==> src/verilog/pseq_pkg.sv <==
`default_nettype none
package pseq_pkg;
	// Widths and depths
	localparam int PC_W = 13;
	localparam int BANK_W = 3;
	localparam int ADDR_W = 16;
	localparam int WORD_W = 16;
	localparam int STACK_DEPTH = 8;
	localparam int WAVE_SHIFT = 5;
	// Oscillator halving and four phases per instruction cycle
	localparam int OSC_DIV = 2;
	localparam int PHASE_COUNT = 4;
	// Register offsets on the data address space
	localparam logic [7:0] OFF_PC_LOW = 8'h06;
	localparam logic [7:0] OFF_BANK = 8'h1c;
	localparam logic [7:0] OFF_SEQ_STATUS = 8'h1e;
	// Counter, bank and instruction word load values
	localparam logic [12:0] VEC_RESET = 13'h0000;
	localparam logic [12:0] VEC_TMR0 = 13'h0008;
	localparam logic [12:0] VEC_TMR1 = 13'h000c;
	localparam logic [2:0] BANK_RESET = 3'h0;
	localparam logic [15:0] WORD_RESET = 16'h0000;
	// Counter load source chosen at the end of each instruction cycle
	typedef enum logic [2:0] {
		SRC_INC, SRC_SKIP, SRC_LOW, SRC_JUMP, SRC_RET, SRC_INT0, SRC_INT1
	} pseq_src_type;
	// Phases of one instruction cycle
	typedef enum logic [1:0] {PH1, PH2, PH3, PH4} pseq_phase_type;
endpackage
`default_nettype wire

==> src/verilog/pseq_stack.sv <==
`timescale 1ns/1ns
`default_nettype none
module pseq_stack #(
	parameter int DEPTH = 8,
	parameter int WIDTH = 13
) (
	input wire logic ref_clk_in,
	input wire logic reset_n_in,
	input wire logic push_in,
	input wire logic pop_in,
	input wire logic [WIDTH-1:0] push_data_in,
	output logic [WIDTH-1:0] top_out,
	output logic full_out,
	output logic [$clog2(DEPTH):0] depth_out
);
	localparam int PW = $clog2(DEPTH);
	logic [WIDTH-1:0] mem [DEPTH];
	logic [PW-1:0] wr_ptr;
	logic [PW:0] depth;
	wire [PW-1:0] top_ptr = wr_ptr - 1'b1;

	// Circular store: a push onto a full stack drops the oldest entry
	always_ff @(posedge ref_clk_in or negedge reset_n_in) begin
		if (!reset_n_in) begin
			wr_ptr <= '0;
			depth <= '0;
		end else if (push_in) begin
			wr_ptr <= wr_ptr + 1'b1;
			if (depth != (PW+1)'(DEPTH))
				depth <= depth + 1'b1;
		end else if (pop_in && depth != '0) begin
			wr_ptr <= top_ptr;
			depth <= depth - 1'b1;
		end
	end

	// Storage without reset, only read behind a valid depth
	always_ff @(posedge ref_clk_in) begin
		if (push_in)
			mem[wr_ptr] <= push_data_in;
	end

	assign top_out = mem[top_ptr];
	assign full_out = (depth == (PW+1)'(DEPTH));
	assign depth_out = depth;
endmodule
`default_nettype wire

==> src/verilog/pseq_rom_addr.sv <==
`timescale 1ns/1ns
`default_nettype none
module pseq_rom_addr
	import pseq_pkg::*;
(
	input wire logic ref_clk_in,
	input wire logic reset_n_in,
	input wire logic wave_sel_in,
	input wire logic [pseq_pkg::BANK_W-1:0] bank_in,
	input wire logic [pseq_pkg::PC_W-1:0] pc_in,
	input wire logic [15:0] sample_start_address_in,
	output logic [pseq_pkg::ADDR_W-1:0] rom_address_bus_out
);
	// Bank sits above the counter; samples sit on 32-word boundaries
	wire [ADDR_W-1:0] prog_addr = {bank_in, pc_in};
	wire [ADDR_W-1:0] wave_addr =
		ADDR_W'({sample_start_address_in, {WAVE_SHIFT{1'b0}}});
	wire [ADDR_W-1:0] next_addr = wave_sel_in ? wave_addr : prog_addr;

	// Registered so the pins never glitch between sources
	always_ff @(posedge ref_clk_in or negedge reset_n_in) begin
		if (!reset_n_in)
			rom_address_bus_out <= '0;
		else
			rom_address_bus_out <= next_addr;
	end
endmodule
`default_nettype wire

==> src/verilog/pseq_sequencer.sv <==
// Chosen here: the address-and-strobe port.
`timescale 1ns/1ns
`default_nettype none
// What this block does
// - Halve oscillator; four phases per cycle.
// - Fetch next while current executes.
// - Counter changes cost a dummy cycle.
// - Program counter is thirteen bits wide.
// - Counter advances after every fetch.
// - Jump loads code bits; return loads stack.
// - True skip discards prefetch, reaches PC+2.
// - Low byte write keeps upper five bits.
// - Drive sixteen-bit address to external ROM.
// - Program address is bank above counter.
// - Wave address is start shifted five.
// - Banks hold 8192 sixteen-bit words.
// - Reset clears counter, selects bank zero.
// - First timer vectors to word 008H.
// - Second timer vectors to word 00CH.
// - New bank applies after next instruction.
// - Calls and interrupts push eight-level stack.
// - Full stack holds interrupt, keeps request.
module pseq_sequencer (
	input wire logic ref_clk_in,
	input wire logic reset_n_in,
	input wire logic [7:0] reg_addr_in,
	input wire logic [7:0] reg_wdata_in,
	input wire logic reg_wr_in,
	input wire logic reg_rd_in,
	output logic [7:0] reg_rdata_out,
	input wire logic [pseq_pkg::WORD_W-1:0] rom_data_in,
	output logic [pseq_pkg::ADDR_W-1:0] rom_address_bus_out,
	input wire logic wave_req_in,
	input wire logic [15:0] sample_start_address_in,
	output logic wave_slot_out,
	input wire logic jump_in,
	input wire logic call_in,
	input wire logic ret_in,
	input wire logic skip_in,
	input wire logic [pseq_pkg::PC_W-1:0] target_in,
	input wire logic tmr0_ovf_in,
	input wire logic tmr1_ovf_in,
	input wire logic tmr0_int_en_in,
	input wire logic tmr1_int_en_in,
	output logic sys_clk_out,
	output logic [1:0] phase_out,
	output logic cycle_end_out,
	output logic [pseq_pkg::WORD_W-1:0] instr_out,
	output logic instr_valid_out,
	output logic int_ack_out
);
	import pseq_pkg::*;

	logic [$clog2(OSC_DIV)-1:0] div_cnt;
	pseq_phase_type phase;
	logic [PC_W-1:0] pc;
	logic [BANK_W-1:0] bank_sel;
	logic [BANK_W-1:0] bank_act;
	logic bank_stage0;
	logic bank_stage1;
	logic low_pend;
	logic [7:0] low_data;
	logic [WORD_W-1:0] fetch_word;
	logic pend0;
	logic pend1;
	logic [PC_W-1:0] stack_top;
	logic stack_full;
	logic [$clog2(STACK_DEPTH):0] stack_depth;
	pseq_src_type src;
	logic [PC_W-1:0] next_pc;
	logic [7:0] next_rdata;

	////////////////////////////////////////////////////////////////////////
	// Timing: sys tick every second oscillator edge, four phases per cycle

	wire sys_tick = (div_cnt == ($clog2(OSC_DIV))'(OSC_DIV - 1));
	wire cycle_end = sys_tick && (phase == PH4);
	wire fetch_latch = sys_tick && (phase == PH2);

	// Divider and phase counter
	always_ff @(posedge ref_clk_in or negedge reset_n_in) begin
		if (!reset_n_in) begin
			div_cnt <= '0;
			phase <= PH1;
		end else begin
			div_cnt <= div_cnt + 1'b1;
			if (sys_tick) begin
				unique case (phase)
					PH1: phase <= PH2;
					PH2: phase <= PH3;
					PH3: phase <= PH4;
					PH4: phase <= PH1;
				endcase
			end
		end
	end

	// Square wave at half the oscillator rate
	always_ff @(posedge ref_clk_in or negedge reset_n_in) begin
		if (!reset_n_in)
			sys_clk_out <= 1'b0;
		else
			sys_clk_out <= !sys_tick;
	end

	assign phase_out = phase;
	assign cycle_end_out = cycle_end;

	////////////////////////////////////////////////////////////////////////
	// Register port

	wire wr_low = reg_wr_in && (reg_addr_in == OFF_PC_LOW);
	wire wr_bank = reg_wr_in && (reg_addr_in == OFF_BANK);

	// Read mux; unmapped offsets read as zero
	always_comb begin
		next_rdata = 8'h00;
		if (reg_addr_in == OFF_PC_LOW)
			next_rdata = pc[7:0];
		else if (reg_addr_in == OFF_BANK)
			next_rdata = {5'h00, bank_sel};
		else if (reg_addr_in == OFF_SEQ_STATUS)
			next_rdata = {pend1, pend0, stack_full, 1'b0,
				4'(stack_depth)};
	end

	// Read data stand only in the cycle after the strobe
	always_ff @(posedge ref_clk_in or negedge reset_n_in) begin
		if (!reset_n_in)
			reg_rdata_out <= 8'h00;
		else
			reg_rdata_out <= reg_rd_in ? next_rdata : 8'h00;
	end

	// Low byte write is a short jump taken at the end of the cycle
	always_ff @(posedge ref_clk_in or negedge reset_n_in) begin
		if (!reset_n_in) begin
			low_pend <= 1'b0;
			low_data <= 8'h00;
		end else if (wr_low) begin
			low_pend <= 1'b1;
			low_data <= reg_wdata_in;
		end else if (cycle_end) begin
			low_pend <= 1'b0;
		end
	end

	// Bank change waits for the following instruction to finish;
	// a rewrite still waiting holds the change back one more cycle
	always_ff @(posedge ref_clk_in or negedge reset_n_in) begin
		if (!reset_n_in) begin
			bank_sel <= BANK_RESET;
			bank_act <= BANK_RESET;
			bank_stage0 <= 1'b0;
			bank_stage1 <= 1'b0;
		end else begin
			if (wr_bank)
				bank_sel <= reg_wdata_in[BANK_W-1:0];
			if (cycle_end) begin
				bank_stage1 <= bank_stage0 && !wr_bank;
				if (bank_stage1 && !bank_stage0)
					bank_act <= bank_sel;
			end
			if (wr_bank)
				bank_stage0 <= 1'b1;
			else if (cycle_end)
				bank_stage0 <= 1'b0;
		end
	end

	////////////////////////////////////////////////////////////////////////
	// Interrupt requests and counter source selection

	wire take0 = pend0 && tmr0_int_en_in && !stack_full;
	wire take1 = pend1 && tmr1_int_en_in && !stack_full;
	wire exec_ret = instr_valid_out && ret_in;
	wire exec_jump = instr_valid_out && (jump_in || call_in);
	wire exec_skip = instr_valid_out && skip_in;

	// Executing instruction outranks interrupts; dummies take none
	always_comb begin
		src = SRC_INC;
		if (exec_ret)
			src = SRC_RET;
		else if (exec_jump)
			src = SRC_JUMP;
		else if (low_pend)
			src = SRC_LOW;
		else if (exec_skip)
			src = SRC_SKIP;
		else if (instr_valid_out && take0)
			src = SRC_INT0;
		else if (instr_valid_out && take1)
			src = SRC_INT1;
	end

	wire ack = cycle_end && (src == SRC_INT0 || src == SRC_INT1);
	wire push = ack || (cycle_end && src == SRC_JUMP && call_in);
	wire pop = cycle_end && src == SRC_RET;
	assign int_ack_out = ack;

	// Request flags: a new overflow wins over its own acknowledge
	always_ff @(posedge ref_clk_in or negedge reset_n_in) begin
		if (!reset_n_in) begin
			pend0 <= 1'b0;
			pend1 <= 1'b0;
		end else begin
			pend0 <= tmr0_ovf_in
				|| (pend0 && !(ack && src == SRC_INT0));
			pend1 <= tmr1_ovf_in
				|| (pend1 && !(ack && src == SRC_INT1));
		end
	end

	// Next counter value; plain truncation wraps inside the bank
	always_comb begin
		next_pc = PC_W'(pc + 1'b1);
		unique case (src)
			SRC_INC: next_pc = PC_W'(pc + 1'b1);
			SRC_SKIP: next_pc = PC_W'(pc + 1'b1);
			SRC_LOW: next_pc = {pc[PC_W-1:8], low_data};
			SRC_JUMP: next_pc = target_in;
			SRC_RET: next_pc = stack_top;
			SRC_INT0: next_pc = VEC_TMR0;
			SRC_INT1: next_pc = VEC_TMR1;
			default: next_pc = PC_W'(pc + 1'b1);
		endcase
	end

	////////////////////////////////////////////////////////////////////////
	// Fetch and execute pipeline

	// Fetched word caught mid-cycle, handed to execute at cycle end
	always_ff @(posedge ref_clk_in or negedge reset_n_in) begin
		if (!reset_n_in) begin
			pc <= VEC_RESET;
			fetch_word <= WORD_RESET;
			instr_out <= WORD_RESET;
			instr_valid_out <= 1'b0;
		end else begin
			if (fetch_latch)
				fetch_word <= rom_data_in;
			if (cycle_end) begin
				pc <= next_pc;
				instr_out <= fetch_word;
				instr_valid_out <= (src == SRC_INC);
			end
		end
	end

	// The interrupted or called-over fetch address is the return point
	pseq_stack #(
		.DEPTH(STACK_DEPTH),
		.WIDTH(PC_W)
	) u_stack (
		.ref_clk_in(ref_clk_in),
		.reset_n_in(reset_n_in),
		.push_in(push),
		.pop_in(pop),
		.push_data_in(pc),
		.top_out(stack_top),
		.full_out(stack_full),
		.depth_out(stack_depth)
	);

	////////////////////////////////////////////////////////////////////////
	// ROM address: program in the first half, wavetable in the second

	wire wave_sel = wave_req_in && (phase == PH3 || phase == PH4);

	// Slot flag lines up with the registered address
	always_ff @(posedge ref_clk_in or negedge reset_n_in) begin
		if (!reset_n_in)
			wave_slot_out <= 1'b0;
		else
			wave_slot_out <= wave_sel;
	end

	pseq_rom_addr u_rom_addr (
		.ref_clk_in(ref_clk_in),
		.reset_n_in(reset_n_in),
		.wave_sel_in(wave_sel),
		.bank_in(bank_act),
		.pc_in(pc),
		.sample_start_address_in(sample_start_address_in),
		.rom_address_bus_out(rom_address_bus_out)
	);
endmodule
`default_nettype wire

==> config.mk <==
export PLATFORM = sky130hd
export DESIGN_NAME = pseq_sequencer
export DESIGN_NICKNAME = d
export VERILOG_FILES = /design/src/verilog/pseq_pkg.sv /design/src/verilog/pseq_stack.sv /design/src/verilog/pseq_rom_addr.sv /design/src/verilog/pseq_sequencer.sv
export SDC_FILE = /design/constraint.sdc
export NUM_CORES = 1
export LEC_CHECK = 0
export BUFFER_PORTS_ARGS = -buffer_cell sky130_fd_sc_hd__buf_2
export CAP_MARGIN = 20
export CORE_MARGIN = 5
export CORE_UTILIZATION = 57
export CTS_BUF_LIST = sky130_fd_sc_hd__clkbuf_16
export DETAILED_ROUTE_END_ITERATION = 7
export GPL_ROUTABILITY_DRIVEN = 0
export PLACE_DENSITY_LB_ADDON = 0.15
export SETUP_SLACK_MARGIN = 0.02
export SYNTH_ARGS = -nofsm -noshare
export SYNTH_HDL_FRONTEND = slang
export SYNTH_SLANG_ARGS = --single-unit
==> constraint.sdc <==
create_clock -name ref_clk_in -period 4.2 [get_ports ref_clk_in]
set_input_delay 0.84 -clock ref_clk_in [delete_from_list [all_inputs] [get_ports ref_clk_in]]
set_output_delay 0.84 -clock ref_clk_in [all_outputs]
set_load 0.02 [all_outputs]
==> results.py <==
metrics = {
    "clock_tree": {
        "cts_buffers": 21,
        "cts_root_buffer": "clkbuf_16",
        "cts_tree": "done",
        "cts_buffer_depth": 3,
        "postCtsSetupBuffers": 0,
        "cts_max_level": 1,
        "post_cts_resized": 0,
        "cts_sinks": 204,
        "clkTransAtPathRegs_ns": 0.06,
        "cts_hold_buffers": 0,
        "clock_latency_ns": 0.49,
    },
    "yosys": {
        "synth_area_mm2": 0.00866,
        "synthArstFlopShare": 0.490,
        "syn_nets": 681,
        "yosys.area.top_type_share": 0.361,
        "synth-edff-count": 104,
        "ys_seq_area_frac": 0.650,
        "syn_inst": 597,
        "ys_ff_latch": 204,
        "synth_top_flop_cell": "edfxtp_1",
        "yosysWarnings": 0,
        "ys_top_cells_by_area": "edfxtp_1 36%, dfrtp_1 29%, mux4_2 6.8%, mux2_2 5.3%, nand2_1 3.4%",
        "synth_top_cell_by_area": "edfxtp_1",
        "synth_cell_types": 69,
        "synth_area_per_cell_um2": 14.5,
    },
    "power_and_ir_drop": {
        "p_leak_nw": 4.19,
        "p_switching_mw": 1.50,
        "combPwrFrac": 0.195,
        "p_per_area_mw_per_mm2": 522,
        "ir_drop_uv": 309,
        "total_power_mw": 5.29,
        "swShare": 0.285,
        "p_clk_frac": 0.327,
        "power.internal_mw": 3.78,
        "seqPwrFrac": 0.478,
    },
    "layout": {
        "drive_above_1_share": 0.332,
        "finalInstanceArea_mm2": 0.0101,
        "fin_cells": 928,
        "areaGrowthSynthToFinish_pct": 17.1,
        "nets": 812,
        "diodes": 0,
        "fin_util": 0.674,
    },
    "grt": {
        "grt.busiest_layer": "met2",
        "use_met1": 0.285,
        "antenna_found_initial": 1,
        "grt-ovfl-total": 0,
        "grt_max_degree": 78,
        "grt_pass1_wl_um": 31000,
        "gr-usage-met2": 0.375,
        "grt_use_met3": 0.0548,
        "grtUsageTotal": 0.221,
        "grt_pass1_vias": 5802,
    },
    "sta": {
        "hold_viol": 0,
        "clock.fmax_mhz": 341,
        "finalWorstSetupSlack_ns": 1.27,
        "worst_hold_slack_ns": 0.458,
        "tightest_slew_ns": 1.13,
        "drv_slew": 0,
        "min_period_over_period": 0.698,
        "rsz0062_at_grt": "false",
        "finClkSkew_ns": 0.0102,
        "setup_tns_ns": 0,
        "setup_viol": 0,
        "period_needed_ns": 2.93,
        "relSlewSlack": 0.240,
    },
    "route": {
        "drt_wl_total_um": 19600,
        "dr.pass1.iters": 6,
        "detail_route.vias_per_cell": 5.98,
        "drt_iter0_markers": 476,
        "remaining_drc_errors": 0,
        "wl_per_cell_um": 21.2,
        "num_vias": 5554,
        "ant_nets": 0,
    },
    "placement": {
        "place_inst": 892,
        "place_ws_ns": 0.922,
        "placed_area_mm2": 0.00949,
        "dpl.hpwl_um": 13300,
        "port_buffers": 115,
    },
    "job": {
        "cap_violations": 0,
    },
    "run_status": {
        "outcome": "finished, final reports clean",
    },
    "setup_path": {
        "cpLargestDelayFamily": "simple AND/OR/NAND/NOR gates",
        "cp.required_ns": 3.36,
        "cp_max_fo": 7,
        "path_buf_inv": 1,
        "worstPathArrival_ns": 2.09,
        "crit_slowest_cell": "dfrtp_1",
        "start_kind": "register",
        "slowest_delay_ns": 0.45,
        "crit_chain": "or3_1 -> nor4_4 -> and2_1 -> buf_2",
        "path_class": "register to output port",
        "crit_path_end_kind": "output port",
    },
    "die": {
        "die_area_mm2": 0.0178,
        "core_mm2": 0.0150,
        "pin_count": 121,
        "die_w_um": 133,
        "die_y_um": 133,
        "rows": 45,
        "start_util": 0.576,
    },
    "worst_hold_path": {
        "hp-class": "input pin to asynchronous set/reset pin",
    },
}
worst reg2reg max path: stages (launching register included):
cell and delay [ns]:
dfrtp_1 0.49, inv_1 0.15, ha_1 0.65, buf_4 0.29
buf_4 0.22, mux4_2 0.31, mux2i_1 0.29, o32ai_1 0.15
a21oi_1 0.15, o21ai_1 0.07
cells in the mapped netlist (all sizes together), types with 2 or more instances:
library cell,n
a211oi,3
a21o,4
a21oi,16
a221oi,2
a22o,3
a22oi,9
a31oi,5
a32oi,2
and2,6
and3,4
and4,2
buf,12
clkbuf,12
dfrtp,100
edfxtp,104
ha,9
inv,12
mux2,51
mux2i,8
mux4,26
nand2,81
nand2b,4
nand3,7
nand4,2
nor2,26
nor2b,8
nor3,5
nor4,6
o211ai,3
o21a,3
o21ai,27
o22ai,4
o31a,3
o31ai,4
or3,2
xnor2,5
state kept, by name (all words and copies together), names as in the netlist:
| register | flops |
|---|---|
| u_stack.mem | 104 |
| fetch_word | 16 |
| instr_out | 16 |
| u_rom_addr.rom_address_bus_out | 16 |
| pc | 13 |
| low_data | 8 |
| reg_rdata_out | 8 |
| u_stack.depth_out | 4 |
| bank_act | 3 |
| bank_sel | 3 |
| u_stack.wr_ptr | 3 |
| phase_out | 2 |
| bank_stage0 | 1 |
| bank_stage1 | 1 |
| div_cnt | 1 |
| instr_valid_out | 1 |
| low_pend | 1 |
| pend0 | 1 |
| pend1 | 1 |
| wave_slot_out | 1 |
cell usage in the layout (no fill, tap or decap), types with 8 or more instances in the layout:
master | synthesis | final
clkbuf_16 | 0 | 22
nand2_1 | 79 | 79
mux2_1 | 10 | 10
mux2_2 | 41 | 41
buf_2 | 5 | 114
mux2i_1 | 8 | 8
o21ai_1 | 11 | 11
a21oi_1 | 15 | 15
nor2_1 | 26 | 26
ha_1 | 9 | 9
a22oi_1 | 9 | 9
nor2b_1 | 8 | 8
buf_4 | 3 | 18
dfrtp_1 | 100 | 100
o21ai_0 | 15 | 15
inv_1 | 11 | 15
mux4_2 | 26 | 26
edfxtp_1 | 104 | 104
area by class of cell:
class	instances	area, um^2
Clock buffer	22	551
Clock inverter	13	82.6
Fill cell	1085	4900
Inverter	13	48.8
Multi-Input combinational cell	356	2890
Sequential cell	204	5630
Tap cell	188	235
Timing Repair Buffer	132	706
final timing paths:
kind | start | endpoint | slack, ns | depth (start not counted)
setup / recovery | low_pend$_DFFE_PN0P_ | int_ack_out | 1.27 | 4
hold / removal | reset_n_in | u_stack.depth_out[2]$_DFFE_PN0P_ | 0.46 | 1
setup reg to reg | u_stack.wr_ptr[1]$_DFFE_PN0P_ | pc[5]$_DFFE_PN0P_ | 1.30 | 9
hold reg to reg | fetch_word[6]$_DFFE_PN0P_ | instr_out[6]$_DFFE_PN0P_ | 0.46 | 2
max in group asynchronous | reset_n_in | u_rom_addr.rom_address_bus_out[8]$_DFF_PN0_ | 2.77 | 2
min in group ref_clk_in | fetch_word[6]$_DFFE_PN0P_ | instr_out[6]$_DFFE_PN0P_ | 0.46 | 2
logic make-up (layout without fill, tap and decap cells):
| family | after synthesis | after routing | synth area share |
|---|---|---|---|
| flip-flops | 204 | 204 | 0.650 |
| AND/OR/NAND/NOR | 159 | 159 | 0.0890 |
| AO/OA/AOI/OAI | 96 | 96 | 0.0767 |
| multiplexers | 85 | 85 | 0.143 |
| buffers and inverters | 37 | 180 | 0.0189 |
| adder cells (fa/ha/maj) | 10 | 10 | 0.0153 |
| XOR/XNOR | 6 | 6 | 0.00694 |
per-layer routing:
| layer | up-vias | wire length, um |
|---|---|---|
| li1 | 2492 | - |
| met1 | 2814 | 7650 |
| met2 | 200 | 10000 |
| met3 | 46 | 1520 |
| met4 | 2 | 444 |
| met5 | - | 7 |
power by group through the flow:
stage                     combinational (mW)  clock (mW)  sequential (mW)
after detailed placement                1.03           0             2.56
after CTS                               1.04        1.77             2.52
after global routing                    1.12        1.85             2.55
after global placement                  1.02           0             2.55
after floorplan                        0.686           0             2.52
final                                   1.03        1.73             2.53
Power figures use the tool's default switching activity.
